<file path="config.mk">
export PLATFORM = sky130hd
export DESIGN_NAME = reference_clock_and_osc_tune
export DESIGN_NICKNAME = d
export VERILOG_FILES = /design/src/reference_clock_and_osc_tune.v
export VERILOG_INCLUDE_DIRS = /design/src /design/src/shared
export SDC_FILE = /design/constraint.sdc
export NUM_CORES = 1
export LEC_CHECK = 0
export BUFFER_PORTS_ARGS = -buffer_cell sky130_fd_sc_hd__buf_2
export CORE_UTILIZATION = 50
export CTS_CLUSTER_DIAMETER = 80
export DETAILED_ROUTE_END_ITERATION = 7
export PLACE_DENSITY = 0.68
export SLEW_MARGIN = 20
export SYNTH_ARGS = -nofsm -noshare
export SYNTH_HDL_FRONTEND = slang
export SYNTH_SLANG_ARGS = --single-unit
</file>
<file path="constraint.sdc">
create_clock -name clk -period 9.49 [get_ports clk]
set_input_delay 0.4745 -clock clk [delete_from_list [all_inputs] [get_ports clk]]
set_output_delay 0.4745 -clock clk [all_outputs]
set_load 0.01 [all_outputs]
</file>
<file path="src/shared/refclk_defines.vh">
// Purpose: Offsets, field positions and reset values of the clock-control block.
// Assumes: Avalon-MM byte addresses, one 32-bit word per register.
// Notes:   Definitions only.
`ifndef REFCLK_DEFINES_VH
`define REFCLK_DEFINES_VH
`define OFF_OSC_CTRL      4'h0
`define OFF_RC_TUNE       4'h4
`define OFF_REF_CTRL      4'h8
`define OFF_REF_TRIM      4'hc
`define OFF_UNLOCK        4'h0
`define UNLOCK_WORD_A     32'haa996655
`define UNLOCK_WORD_B     32'h556699aa
`define OSC_SWITCH_BIT    0
`define OSC_SOSC_BIT      1
`define OSC_USBRC_BIT     2
`define OSC_FAIL_BIT      3
`define OSC_NEWSRC_LO     8
`define REF_DIV_LO        16
`define REF_ON_BIT        15
`define REF_STOP_IN_IDLE_BIT      13
`define REF_OE_BIT        12
`define REF_RUN_IN_SLEEP_BIT      11
`define REF_SWITCH_BIT    9
`define REF_ACTIVE_BIT    8
`define TRIM_LO           23
`define NEWSRC_RESET      3'h0
`define OSC_SWITCH_CYCLES 4'h8
`endif

</file>
<file path="src/reference_clock_and_osc_tune.v">
// Purpose: Oscillator control, fast RC tuning and reference clock generator.
// Assumes: All inputs synchronous to clk; sources arrive as sampled levels.
// Notes:   Oscillator control and RC tuning are written only after the two-word unlock sequence; reference control and trim need no unlock.
`include "refclk_defines.vh"
`timescale 1ns/100ps
`default_nettype none
module reference_clock_and_osc_tune
#(
  parameter DIV_W  = 15,
  parameter TRIM_W = 9
)
(
  input  wire        clk,
  input  wire        rst,
  input  wire [3:0]  address,
  input  wire        read,
  input  wire        write,
  input  wire [31:0] writedata,
  output reg  [31:0] readdata,
  output reg         waitrequest,
  input  wire        failSafeMonitor,
  input  wire        idleMode,
  input  wire        sleepMode,
  input  wire [8:0]  sourceClocks,
  output reg         refClockOutPin,
  output reg         refClockOutEn,
  output reg         usbRcSourceSelect,
  output reg         secondaryOscEnable,
  output reg  [2:0]  activeSource,
  output reg  [5:0]  rcTuneValue
);
  // ----------------------------------------------------------------
  // Register state.
  // ----------------------------------------------------------------
  reg              clockFailFlag_q;
  reg              clockSwitchRequest_q;
  reg  [2:0]       newSourceField_q;
  reg  [3:0]       switchCount_q;
  reg  [1:0]       unlockState_q;
  reg              refOn_q;
  reg              stopInIdle_q;
  reg              outEnable_q;
  reg              runInSleep_q;
  reg              dividerSwitch_q;
  reg  [3:0]       selPend_q;
  reg  [DIV_W-1:0] divPend_q;
  reg  [TRIM_W-1:0] trimPend_q;
  reg  [3:0]       selAct_q;
  reg  [DIV_W-1:0] divAct_q;
  reg  [TRIM_W-1:0] trimAct_q;
  reg              accessDone_q;
  reg  [DIV_W+TRIM_W:0] phaseCount_q;
  reg              trimAcc_q;
  reg  [TRIM_W-1:0] fracAcc_q;
  reg              refClk_q;
  reg              srcPrev_q;

  wire unlocked = (unlockState_q == 2'h2);
  wire wrStrobe = write & ~waitrequest;
  wire rdStrobe = read & ~accessDone_q;
  wire wrOsc  = wrStrobe & unlocked & (address == `OFF_OSC_CTRL);
  wire wrTune = wrStrobe & unlocked & (address == `OFF_RC_TUNE);
  wire wrRef  = wrStrobe & (address == `OFF_REF_CTRL);
  wire wrTrim = wrStrobe & (address == `OFF_REF_TRIM);

  // ----------------------------------------------------------------
  // Reference run conditions and source edge detection.
  // ----------------------------------------------------------------
  wire sleepIgnored = (selAct_q == 4'h0) | (selAct_q == 4'h1);
  wire runGen = refOn_q
              & ~(stopInIdle_q & idleMode)
              & ~(sleepMode & ~runInSleep_q & ~sleepIgnored);
  wire srcValid = (selAct_q <= 4'h8);
  wire srcLevel = srcValid ? sourceClocks[selAct_q] : 1'b0;
  wire srcEdge = srcLevel & ~srcPrev_q;
  wire [DIV_W+TRIM_W:0] halfPeriod = {1'b0, divAct_q, {TRIM_W{1'b0}}};
  wire [TRIM_W:0] fracSum = {1'b0, fracAcc_q} + {1'b0, trimAct_q};
  wire halfDone = (phaseCount_q + {{DIV_W{1'b0}}, 1'b1, {TRIM_W{1'b0}}}) >=
                  (halfPeriod + {{(DIV_W+1){1'b0}}, trimAcc_q & fracSum[TRIM_W],
                   {(TRIM_W-1){1'b0}}});
  wire atBoundary = ~refClk_q & (~srcEdge | halfDone);

  // ----------------------------------------------------------------
  // Bus slave: one wait cycle per access, unlock sequencing.
  // ----------------------------------------------------------------
  always @(posedge clk or posedge rst)
  begin
    if (rst)
    begin
      accessDone_q <= 1'b0;
      waitrequest  <= 1'b1;
      readdata     <= 32'h00000000;
      unlockState_q <= 2'h0;
    end
    else
    begin
      accessDone_q <= (read | write) & ~accessDone_q;
      waitrequest  <= ~((read | write) & ~accessDone_q);
      if (rdStrobe)
      begin
        case (address)
          `OFF_OSC_CTRL: readdata <= {21'h0, newSourceField_q, 4'h0, clockFailFlag_q,
                                      usbRcSourceSelect, secondaryOscEnable,
                                      clockSwitchRequest_q};
          `OFF_RC_TUNE:  readdata <= {26'h0, rcTuneValue};
          `OFF_REF_CTRL: readdata <= {1'b0, divPend_q, refOn_q, 1'b0, stopInIdle_q,
                                      outEnable_q, runInSleep_q, 1'b0, dividerSwitch_q,
                                      runGen, 4'h0, selPend_q};
          `OFF_REF_TRIM: readdata <= {trimPend_q, 23'h0};
          default:       readdata <= 32'h00000000;
        endcase
      end
      if (wrStrobe)
      begin
        if (address == `OFF_UNLOCK && writedata == `UNLOCK_WORD_A)
          unlockState_q <= 2'h1;
        else if (address == `OFF_UNLOCK && writedata == `UNLOCK_WORD_B
                 && unlockState_q == 2'h1)
          unlockState_q <= 2'h2;
        else
          unlockState_q <= 2'h0;
      end
    end
  end

  // ----------------------------------------------------------------
  // Oscillator control and fast RC tuning.
  // ----------------------------------------------------------------
  always @(posedge clk or posedge rst)
  begin
    if (rst)
    begin
      clockFailFlag_q      <= 1'b0;
      clockSwitchRequest_q <= 1'b0;
      newSourceField_q     <= `NEWSRC_RESET;
      switchCount_q        <= 4'h0;
      usbRcSourceSelect    <= 1'b0;
      secondaryOscEnable   <= 1'b0;
      activeSource         <= `NEWSRC_RESET;
      rcTuneValue          <= 6'h00;
    end
    else
    begin
      if (failSafeMonitor)
        clockFailFlag_q <= 1'b1;
      else if (wrOsc && !writedata[`OSC_FAIL_BIT])
        clockFailFlag_q <= 1'b0;
      if (wrOsc)
      begin
        usbRcSourceSelect  <= writedata[`OSC_USBRC_BIT];
        secondaryOscEnable <= writedata[`OSC_SOSC_BIT];
        newSourceField_q   <= writedata[`OSC_NEWSRC_LO+2:`OSC_NEWSRC_LO];
      end
      if (wrOsc && writedata[`OSC_SWITCH_BIT] && !clockSwitchRequest_q)
      begin
        clockSwitchRequest_q <= 1'b1;
        switchCount_q        <= `OSC_SWITCH_CYCLES;
      end
      else if (clockSwitchRequest_q)
      begin
        if (switchCount_q == 4'h1)
        begin
          activeSource         <= newSourceField_q;
          clockSwitchRequest_q <= 1'b0;
        end
        switchCount_q <= switchCount_q - 4'h1;
      end
      if (wrTune)
        rcTuneValue <= writedata[5:0];
    end
  end

  // ----------------------------------------------------------------
  // Reference control, trim and divider switch handshake.
  // ----------------------------------------------------------------
  always @(posedge clk or posedge rst)
  begin
    if (rst)
    begin
      refOn_q         <= 1'b0;
      stopInIdle_q    <= 1'b0;
      outEnable_q     <= 1'b0;
      runInSleep_q    <= 1'b0;
      dividerSwitch_q <= 1'b0;
      selPend_q       <= 4'h0;
      divPend_q       <= {DIV_W{1'b0}};
      trimPend_q      <= {TRIM_W{1'b0}};
      selAct_q        <= 4'h0;
      divAct_q        <= {DIV_W{1'b0}};
      trimAct_q       <= {TRIM_W{1'b0}};
    end
    else
    begin
      if (wrRef)
      begin
        refOn_q      <= writedata[`REF_ON_BIT];
        stopInIdle_q <= writedata[`REF_STOP_IN_IDLE_BIT];
        outEnable_q  <= writedata[`REF_OE_BIT];
        runInSleep_q <= writedata[`REF_RUN_IN_SLEEP_BIT];
        selPend_q    <= writedata[3:0];
        divPend_q    <= writedata[`REF_DIV_LO+DIV_W-1:`REF_DIV_LO];
        if (writedata[`REF_SWITCH_BIT])
          dividerSwitch_q <= 1'b1;
      end
      if (wrTrim)
        trimPend_q <= writedata[`TRIM_LO+TRIM_W-1:`TRIM_LO];
      if (!refOn_q)
      begin
        selAct_q        <= selPend_q;
        divAct_q        <= divPend_q;
        trimAct_q       <= trimPend_q;
        if (!(wrRef && writedata[`REF_SWITCH_BIT]))
          dividerSwitch_q <= 1'b0;
      end
      else if (dividerSwitch_q && (atBoundary || !runGen) && !wrRef && !wrTrim)
      begin
        selAct_q        <= selPend_q;
        divAct_q        <= divPend_q;
        trimAct_q       <= trimPend_q;
        dividerSwitch_q <= 1'b0;
      end
    end
  end

  // ----------------------------------------------------------------
  // Fractional divider: toggles on source edges every div+trim/512.
  // ----------------------------------------------------------------
  always @(posedge clk or posedge rst)
  begin
    if (rst)
    begin
      srcPrev_q      <= 1'b0;
      phaseCount_q   <= {(DIV_W+TRIM_W+1){1'b0}};
      trimAcc_q      <= 1'b0;
      fracAcc_q      <= {TRIM_W{1'b0}};
      refClk_q       <= 1'b0;
      refClockOutPin <= 1'b0;
      refClockOutEn  <= 1'b0;
    end
    else
    begin
      srcPrev_q <= srcLevel;
      if (!runGen)
      begin
        phaseCount_q <= {(DIV_W+TRIM_W+1){1'b0}};
        refClk_q     <= 1'b0;
      end
      else if (divAct_q == {DIV_W{1'b0}})
        refClk_q <= srcLevel;
      else if (srcEdge)
      begin
        if (halfDone)
        begin
          phaseCount_q <= {(DIV_W+TRIM_W+1){1'b0}};
          refClk_q     <= ~refClk_q;
          if (refClk_q)
          begin
            fracAcc_q <= fracSum[TRIM_W-1:0];
            trimAcc_q <= 1'b1;
          end
        end
        else
          phaseCount_q <= phaseCount_q + {{DIV_W{1'b0}}, 1'b1, {TRIM_W{1'b0}}};
      end
      refClockOutPin <= refClk_q & outEnable_q;
      refClockOutEn  <= outEnable_q & runGen;
    end
  end
endmodule
`default_nettype wire

</file>
======== After elaboration in Yosys (flattened, before gate mapping) ========
Index checks and enable logic that the tools add are counted.
cells by class
  $add $sub $neg .......................... 4
  bitwise logic cells ..................... 33
  mux-type cells .......................... 32
  equal/unequal tests ..................... 14
  $lt $le $gt $ge ......................... 3
  reductions and logical operators ........ 25
operators by type and width
  kind                                                                           count
  32-bit one-hot mux with 4 select lines                                         1
  25-bit 2-to-1 mux                                                              4
  32-bit by 31-bit equality test with 1-bit output (second input constant)       1
  32-bit equality test (second input constant)                                   1
  15-bit 2-to-1 mux                                                              2
  24-bit by 9-bit adder with 25-bit output                                       1
  25-bit by 10-bit adder with 25-bit output (second input constant)              1
  25-bit greater-or-equal comparator                                             1
  1-bit bitwise AND                                                              18
  9-bit 2-to-1 mux                                                               2
  1-bit 2-to-1 mux                                                               16
  4-bit 2-to-1 mux                                                               4
  15-bit zero test                                                               1
  1-bit NOT                                                                      12
  9-bit by 9-bit adder with 10-bit output                                        1
  1-bit logical AND                                                              10
  4-bit by 1-bit equality test with 1-bit output (second input constant)         2
  4-bit equality test (second input constant)                                    2
  4-bit zero test                                                                2
  3-bit by 1-bit inequality test with 1-bit output (second input constant)       2
  1-bit zero test                                                                5
  4-bit by 5-bit less-than comparator with 1-bit output (second input constant)  1
  5-bit AND reduction                                                            1
  1-bit binary-select mux with 4-bit select                                      1
  13 further kinds                                                               19
storage, ports and cells
  output and inout bits ................... 46
  bits of input ports ..................... 52
  register bits after elaboration ......... 156

======== Longest topological paths before layout ========
Gate-level depths: netlist of the first run.
  depth in word-level cells ............... 13
  mapped depth ............................ 15
  mapped depth without buffers ............ 14

======== Worst setup path before layout of the first run ========
Ideal clock, no wire load.
  path kind ............................... register to register
  start ................................... register phaseCount_q[9]
  end ..................................... register divAct_q[0]
  setup slack ............................. 5.922 ns
  cell stages (with the launch flop) ...... 16
  required time ........................... 9.365 ns
  arrival ................................. 3.443 ns
  path through ............................ dfrtp_1 > ha_1 > nand3_1 > nor2_1 > nand3_1 > nor3_1 > xor2_1 > ha_1 > nand3_1 > nor3_1 > o2111ai_1 > o2111ai_2 > nor2_2 > a31oi_4 > buf_6 > mux2_4
between the ends
  cells in the longest elaborated chain, start to end .. 9
ends and longest elaborated chain
  item                                                               RTL line                            source
  from (decl)                                                        reference_clock_and_osc_tune.v:52   reg [DIV_W+TRIM_W:0] phaseCount_q;
  from (signal assigned)                                             reference_clock_and_osc_tune.v:233  phaseCount_q <= {(DIV_W+TRIM_W+1){1'b0}};
  from (signal assigned)                                             reference_clock_and_osc_tune.v:245  phaseCount_q <= {(DIV_W+TRIM_W+1){1'b0}};
  from (signal assigned)                                             reference_clock_and_osc_tune.v:254  phaseCount_q <= {(DIV_W+TRIM_W+1){1'b0}};
  25-bit by 10-bit adder with 25-bit output                          reference_clock_and_osc_tune.v:78   wire halfDone = (phaseCount_q + {{DIV_W{1'b0}}, 1'b1, {TRIM_W{1'b0}}}) >=
  25-bit greater-or-equal comparator                                 reference_clock_and_osc_tune.v:78
  1-bit OR                                                           reference_clock_and_osc_tune.v:81   wire atBoundary = ~refClk_q & (~srcEdge | halfDone);
  1-bit bitwise AND                                                  reference_clock_and_osc_tune.v:81
  1-bit logical OR                                                   reference_clock_and_osc_tune.v:215  else if (dividerSwitch_q && (atBoundary || !runGen) && !wrRef && !wrTrim)
  1-bit logical AND (3 in series)                                    reference_clock_and_osc_tune.v:215
  2-bit by 1-bit inequality test with 1-bit output (no source line)  --
  to (signal assigned)                                               reference_clock_and_osc_tune.v:189  divAct_q <= {DIV_W{1'b0}};
  to (signal assigned)                                               reference_clock_and_osc_tune.v:210  divAct_q <= divPend_q;
  to (signal assigned)                                               reference_clock_and_osc_tune.v:218  divAct_q <= divPend_q;
  to (decl)                                                          reference_clock_and_osc_tune.v:49   reg [DIV_W-1:0] divAct_q;
Every way passes these cells.
A chain may end at the register's enable or synchronous reset.

======== Worst setup path in the final report of the first run ========
  start ................................... register phaseCount_q[10]
  end ..................................... register divAct_q[14]
The elaborated chain is that of the path after synthesis.

==> results of run 1 <==
## worst min path at each step
stage | end | start | slack, ns
CTS | rcTuneValue[5] | rst | 0.18
global route | rcTuneValue[4] | rst | 0.21
global placement | waitrequest | accessDone_q | 0.45
detailed placement | readdata[5] | readdata[5] | 0.47
floorplan | waitrequest | accessDone_q | 0.44
finish | clockFailFlag_q | rst | 0.16
## Yosys cell counts (all sizes together), types with 5 or more instances
| cell | number | share of area (%) |
|---|---|---|
| nor2 | 23 | 1.2 |
| buf | 14 | 1.4 |
| xnor2 | 14 | 1.7 |
| a21oi | 15 | 1.0 |
| mux2i | 10 | 1.4 |
| inv | 35 | 1.8 |
| o21ai | 52 | 3.6 |
| nor4 | 8 | 0.68 |
| clkbuf | 12 | 0.62 |
| nor4bb | 7 | 0.96 |
| and3 | 5 | 0.44 |
| mux2 | 80 | 13 |
| a22o | 5 | 0.60 |
| nand2 | 76 | 4.1 |
| dfrtp | 143 | 49 |
| a21o | 5 | 0.53 |
| nand3 | 12 | 0.82 |
| a32o | 8 | 1.1 |
| nor3 | 17 | 1.5 |
| nand4 | 12 | 1.2 |
| nand2b | 6 | 0.51 |
| ha | 27 | 4.6 |
| xor2 | 7 | 0.94 |
| a22oi | 15 | 1.5 |
## cell type report
class | count | area, µm² | area share, %
clock buffer | 23 | 468 | 5.48
clock inverter | 9 | 156 | 1.83
inverter | 35 | 136 | 1.60
multi-input combinational | 449 | 3440 | 40.3
sequential | 144 | 3600 | 42.2
tap | 180 | 225 | 2.64
timing repair buffer | 98 | 500 | 5.87
## metal layers
| metal | vias to the layer above | track usage [%] | part of all wire [%] |
|---|---|---|---|
| li1 | 2526 | - | - |
| met1 | 2661 | 32.4 | 44 |
| met2 | 152 | 41.4 | 49 |
| met3 | 26 | 6.00 | 4.8 |
| met4 | 0 | 9.15 | 2.0 |
| met5 | - | 0 | 0 |
## cells by family (layout without fill, tap and decap cells)
group                      Yosys count  count (layout)  share of synthesized area (%)
and+or+nand+nor                    190             190                           14.0
DFF                                144             144                           49.3
AOI/OAI and AO/OA                  117             117                           10.7
muxes                               90              90                           14.7
buffers and inverters               61             165                           3.78
adders and majority gates           28              28                           4.89
xor gates and xnor gates            21              21                           2.62
other                                1               3                         0.0513
## stage by stage
stage               cell area [µm²]  hold WS (ns)  worst slack, ns  total power (W)
floorplan                      7320         0.442             5.15          0.00109
global placement               7910         0.449             5.59          0.00119
detailed placement             7910         0.466             5.27          0.00121
CTS                            8530         0.181             5.28          0.00192
global route                   8530         0.208             4.85          0.00201
finish                         8530         0.160             5.30          0.00191
## power by group through the flow
stage | registers, W | clock network, W | logic, W
6_report | 0.000788 | 0.000708 | 0.000414
4_1_cts | 0.000787 | 0.000719 | 0.000415
3_5_place_dp | 0.000797 | 0 | 0.000413
5_1_grt | 0.000800 | 0.000746 | 0.000460
3_3_place_gp | 0.000793 | 0 | 0.000393
2_1_floorplan | 0.000760 | 0 | 0.000332
## sequential cells by signal, summed over array words and instances (netlist names), 4 cells and up
register / flops
readdata: 29
phaseCount_q: 16
divAct_q: 15
divPend_q: 15
fracAcc_q: 9
trimAct_q: 9
trimPend_q: 9
rcTuneValue: 6
selAct_q: 4
selPend_q: 4
switchCount_q: 4
==> run summary, run 1 <==
The run finished with clean final reports. The count of state elements after synthesis came out at 144. The remaining max-slew budget at the tightest pin came out at 35.2%. The mean cell area of the mapped netlist came out at 11.2 µm². Subtracting the final worst setup slack from the clock period gives about 4.2 ns. The power density over the cells came out at 224 nW/µm². Per report_power, the sequential group accounts for about two fifths of the total. The hold-fix buffer count after cts is 0. The worst hold-check path type is in2async. The post-synthesis cell type count came out at between 60 and 70. From synthesis to final layout, the design area changed by 16.7%.

The first-pass iteration count of the detailed router came out at 5. The remaining antenna violation count after routing is 0. The die height came out at about 120 µm. The final-layout setup total negative slack is 0 ns.

At the end of the flow the core is filled with cells to a little over 60%. Of all nets on the critical path, the largest fanout is 28. The layout filler cell count came out at 1155. The area of the mapped netlist came out at 7310 µm². The reg-to-reg critical path endpoint is divAct_q[14].

The number of setup buffers added after CTS came out at 0. The DRC violation count after routing came out at 0. Grouping stages by cell kind, the critical path spends the most delay in simple AND/OR/NAND/NOR gates. The total setup violations reported at the end of the flow is 0. The clock transition at the registers of the reported paths is 0.06 ns. In the synthesized netlist the dominant register cell turns out to be dfrtp_1. The internal portion of the total power is 0.00135 W. The die covers 15100 µm². The number of hold-slack violations in the final timing report is 0.

The global-route wire length before repair is between 20000 and 30000 µm. The top cell types in the final layout, fill and taps aside, are 143 x dfrtp_1, 94 x buf_2, 73 x nand2_1, 60 x mux2_2, 52 x o21ai_0. The clock reaches the later pin of the worst-skew pair after 0.42 ns. The final routed wire length divided by cell count came out at 18.2 µm. STA puts the critical path data required time at 9.79 ns.

The critical path ends at divAct_q[14]. The all-layer global routing usage came out at ~25%. The element type at the critical path end is a flip-flop. The class of the most critical setup path is reg2reg. The effective utilization at floorplan came out at between 50 and 60%.

In this run the clock root is driven by a clkbuf_16. The worst register-to-register path has a setup slack of between 5 and 6 ns. The core region area came out at 14100 µm².

The analysis attributes to net switching a power of around 0.00056 W. The via density per instance is 5.72. The maximum achievable frequency came out at 238 MHz. The via total after detailed routing is approximately 5400. 0 antenna diodes ended up in the layout. The share of final-layout standard cells stronger than drive strength 1 came out at 30.3%. Setup repair after global routing left no endpoint under its margin.

The number of max-capacitance violations reported came out at 0. For this block, the routed nets add up to 17100 µm of wire. The synthesized design contains 0 enable-type register cells. The number of buffers and inverters on the critical path is 1. The maximum root-to-sink buffer count came out at 2. Combinational logic is responsible for 21.7% of the overall power.

The net count of the finished layout is 825. In this run the worst setup path begins at phaseCount_q[10]. The global-route congestion overflow total came out at 0. The critical path goes through ha_1, nand3_1, nor2_1, nand3_1, nor3_1, xor2_1, ha_1, nand3_1, nor3_1, o2111ai_1, o2111ai_2, nor2_2, a31oi_4, buf_4, mux2_2. The via count of the first global-routing pass came out at 5531. The deepest level of the CTS H-tree came out at 4. Yosys printed 0 warnings. The number of instances resized during post-cts repair is 0. The number of violations reported at the end of detailed-routing iteration 0 is 289. The final number of max-transition violations came to 0. The instance count on the critical path came out at 15. The library cell used most frequently in the layout, excluding fill and tap cells, is dfrtp_1. The most repeated library cell on the critical path is nand3_1. The startpoint identified for the worst register-to-register timing path is phaseCount_q[10]. The number of cells produced by synthesis came out at 652. The initial antenna violation count came to 0.

The overall die width came out at 123 µm. The peak ir drop on the vdd network came out at 0.146 mV. The worst reg2reg path depth came out at 15. The nature of the critical path startpoint is a flip-flop. The clock group share of total power came out at 37.1%. The count of buffers inserted at the top-level ports came out at 94. In this run the core area contains 43 standard-cell rows. The TritonCTS clock tree is done. The clock skew came out at 0.00832 ns.

The arrival time at the worst endpoint is 4.49 ns. Clock tree synthesis inserted a total of 17 buffers. The analysis attributes to cell leakage a power of 4.21 nW. The sink count of the clock tree is around 140. The number of cells in the design after placement is 906. Net switching is 29.6% of the power. The global placement routability congestion is 0.872. The post-route fraction of the period consumed by the critical path is 44.2%. The share of the Yosys chip area taken by registers is between 40 and 50%.

The slew at the pin closest to its max-slew limit is 0.973 ns. The half-perimeter wire length of the detailed placement result is 12600 µm. In this design, the stage delay of the slowest critical-path cell is 0.42 ns.

The total I/O pin count is 98. The standard cell with the maximum stage delay on the critical path is buf_4. In the synthesized netlist the async set-or-reset flop fraction comes to 100%. The final cell count without fillers is 938. The pin count of the biggest net entering global routing came out at 74.
Note: power is estimated with default switching activity, not from simulation.
==> inputs of run 2 (changes only) <==
--- a/config.mk
+++ b/config.mk
@@ -10,7 +10,7 @@
 export CORE_UTILIZATION = 50
 export CTS_CLUSTER_DIAMETER = 80
 export DETAILED_ROUTE_END_ITERATION = 7
-export PLACE_DENSITY = 0.68
+export PLACE_DENSITY = 0.71
 export SLEW_MARGIN = 20
 export SYNTH_ARGS = -nofsm -noshare
 export SYNTH_HDL_FRONTEND = slang
==> constraint.sdc (replaced) <==
create_clock -name clk -period 3.4 [get_ports clk]
set_input_delay 0.17 -clock clk [delete_from_list [all_inputs] [get_ports clk]]
set_output_delay 0.17 -clock clk [all_outputs]
set_load 0.01 [all_outputs]
==> run summary, run 2 (synthesized netlist as in run 1, its figures left out) <==
The remaining antenna violation count after routing was 0 (unchanged). The sink count of the clock tree came to 144 (unchanged). The global-route wire length before repair is 28800 µm (+1.2%). The reg-to-reg critical path endpoint is trimAct_q[6]. The arrival time at the worst endpoint came to 3.92 ns (-0.57 ns). Leaving out fill and tap cells, the most frequent cells in the layout are 142 x dfrtp_1, 94 x buf_2, 73 x nand2_1, 44 x mux2_2, 44 x o21ai_0. The remaining max-slew budget at the tightest pin came out at 32.6% (-2.6 points). The worst hold path terminates at newSourceField_q[2]. The sequential cell area came out at 3610 µm² (about the same). The half-perimeter wire length of the detailed placement result is 12900 µm (+3.1%).

The layout overhead on the synthesized area came out at 24.5%. The total I/O pin count is 98 (unchanged). The final non-filler cell area is 9110 µm² (+6.7%). The worst setup path is launched from a flip-flop. The power density over the cells was 607 nW/µm² (+170%). The static power due to leakage is 4.54 nW (+7.8%).

The count of cells along the worst hold path is 2. The DRC violation count after routing came out at 0 (unchanged). The slew at the pin closest to its max-slew limit is 0.998 ns (+0.0253 ns).

The worst reg-to-reg setup slack was -0.21 ns (-5.51 ns). The layout filler cell count was 1075 (-6.9%). The number of max-capacitance violations reported was 0 (unchanged). The via total after detailed routing came out at 5720 (+6.6%). The all-layer global routing usage came out at 25.4% (+0.22 points). The final critical-path setup slack came out at -0.214 ns (-5.51 ns). The number of clock buffers inserted by TritonCTS came out at 17 (unchanged). The number of violations reported at the end of detailed-routing iteration 0 came out at 411 (+42%). The share of final-layout standard cells stronger than drive strength 1 came out at 35.8% (+5.5 points).

Setup repair after global routing could not meet its margin everywhere. The number of cells in the design after placement came out at 923 (+1.9%). The checks that failed: negative setup slack.

The overall routed net length is 19000 µm (+11%). The global placement routability congestion came out at 0.919 (+5.4%). The initial antenna violation count came out at 0 (unchanged). The flip-flop count of the largest register after layout is 29 (unchanged). The final number of max-transition violations came out at 0 (unchanged). The maximum root-to-sink buffer count came out at 2 (unchanged).

The core region area is 14100 µm² (unchanged). The required arrival time at the worst endpoint came out at 3.70 ns (-6.09 ns). The deepest level of the CTS H-tree came out at 4 (unchanged). The count of buffers inserted at the top-level ports came out at 94 (unchanged). The class of the most critical setup path is reg2reg. The number of hold-slack violations in the final timing report is 0 (unchanged). The final layout net count is 866 (+5.0%). The total power draw is 0.00553 W (+190%).

The clock skew is 0.0118 ns (+0.00353 ns). The worst setup path is captured at a flip-flop. The run finished, with violations left.

TritonCTS built the clock tree. The final hold slack is 0.0175 ns (-0.143 ns). The maximum achievable frequency is 277 MHz (+16%). The total setup violations reported at the end of the flow came out at 40 (+40). Clock tree synthesis selected as its root buffer the cell clkbuf_16. The first-pass iteration count of the detailed router is 5 (unchanged). The clock latency on the worst-skew pair is 0.43 ns (about the same). The start point of the worst hold path is writedata[10]. The area after detailed placement is 8100 µm² (+2.4%).

The via density per instance came out at 5.84 (+2.2%). The overall die width is 123 µm (unchanged). The worst reg2reg path depth is 17 (+2). The peak ir drop on the vdd network is 0.391 mV (+170%). The worst setup path startpoint is phaseCount_q[10].

The clock transition at the registers of the reported paths is 0.06 ns (about the same). The largest registers in the layout are readdata (29), phaseCount_q (16). The pin count of the biggest net entering global routing came out at 56 (-24%). The worst register-to-register path begins at phaseCount_q[10]. The area of combinational cells with multiple inputs came out at 3610 µm² (+5.0%). The final routed wire length divided by cell count is 19.4 µm (+6.4%).

The post-route minimum period was 3.61 ns (-0.580 ns). The number of placement rows is 43 (unchanged). Counting flops per register, the top entry is readdata. The area enclosed by the die boundary came to 15100 µm² (unchanged).

The path class of the tightest hold or removal check is in2reg. The most frequent standard cell in the layout excluding fill and tap cells is dfrtp_1. The effective utilization at floorplan came out at 51.9% (unchanged).

The via count of the first global-routing pass was 5625 (+1.7%). The global-route congestion overflow total came out at 0 (unchanged). The post-route fraction of the period consumed by the critical path came out at 106% (+62 points).

The final cell count without fillers is 979 (+4.4%). The maximum fanout along the worst path was 5 (-82%). The number of diodes came out at 0 (unchanged). The die height came out at 123 µm (unchanged).
[run 2: metrics by stage]
step,util (%),setup TNS (ns),setup slack (ns)
5_1_grt,64.6,-14.26,-0.350
3_5_place_dp,57.4,-0.386,-0.0525
3_3_place_gp,57.4,0,0.141
4_1_cts,61.7,0,0.0172
6_report,64.6,-6.78,-0.214
2_1_floorplan,-,0,0.00512
[run 2: layer usage]
layer  routed length (µm)  global-route usage [%]  vias to the layer above  share of wire, %
met4                  495                    10.7                        0               2.6
met2                 9320                    40.5                      224                49
li1                     -                       -                     2605                 -
met3                 1150                    4.61                       39               6.1
met1                 8000                    34.1                     2852                42
met5                    0                       0                        -                 0
[run 2: worst max path at each step]
stage,end,slack [ns],depth (start not counted)
floorplan,divAct_q[0],0.005,15
global placement,divAct_q[13],0.14,13
detailed placement,fracAcc_q[2],-0.05,12
CTS,divAct_q[13],0.02,13
global route,selAct_q[3],-0.35,17
finish,trimAct_q[6],-0.21,17
[run 2: layout make-up]
type / instances / area share (%)
multi-input cells: 449 / 39.7
inverters: 35 / 1.48
clock inverters: 8 / 0.838
well taps: 180 / 2.47
flip-flops and latches: 144 / 39.6
repair buffers: 139 / 10.4
clock buffers: 24 / 5.51
[run 2: critical path, stage by stage, from the launching register on]
cell and delay (ns):
dfrtp_1 0.38, ha_2 0.23, nand3_4 0.09, nor2_4 0.15, nand3_4 0.12, nor3_4 0.21
xor2_2 0.12, ha_1 0.36, nand3_2 0.13, nor3_4 0.25, o2111ai_2 0.17, o2111ai_2 0.29
buf_4 0.17, nor2_4 0.04, a31oi_4 0.18, buf_12 0.16, buf_6 0.15, mux2_4 0.30
[run 2: report_power, final]
part	total [W]	internal, W	switching [W]
Clock	0.00183	0.00111	0.000723
Sequential	0.00221	0.00195	0.000254
Combinational	0.00150	0.000744	0.000751
Total	0.00553	0.00380	0.00173
[run 2: what timing repair did]
action                                  in CTS  in global routing
endpoints found under the setup margin      17                 54
setup buffers                                0                 17
hold endpoints to repair                     1                 13
pin swaps                                    2                 16
gates resized for setup                      2                 49
hold buffers                                 1                  1
gates cloned                                 0                  4
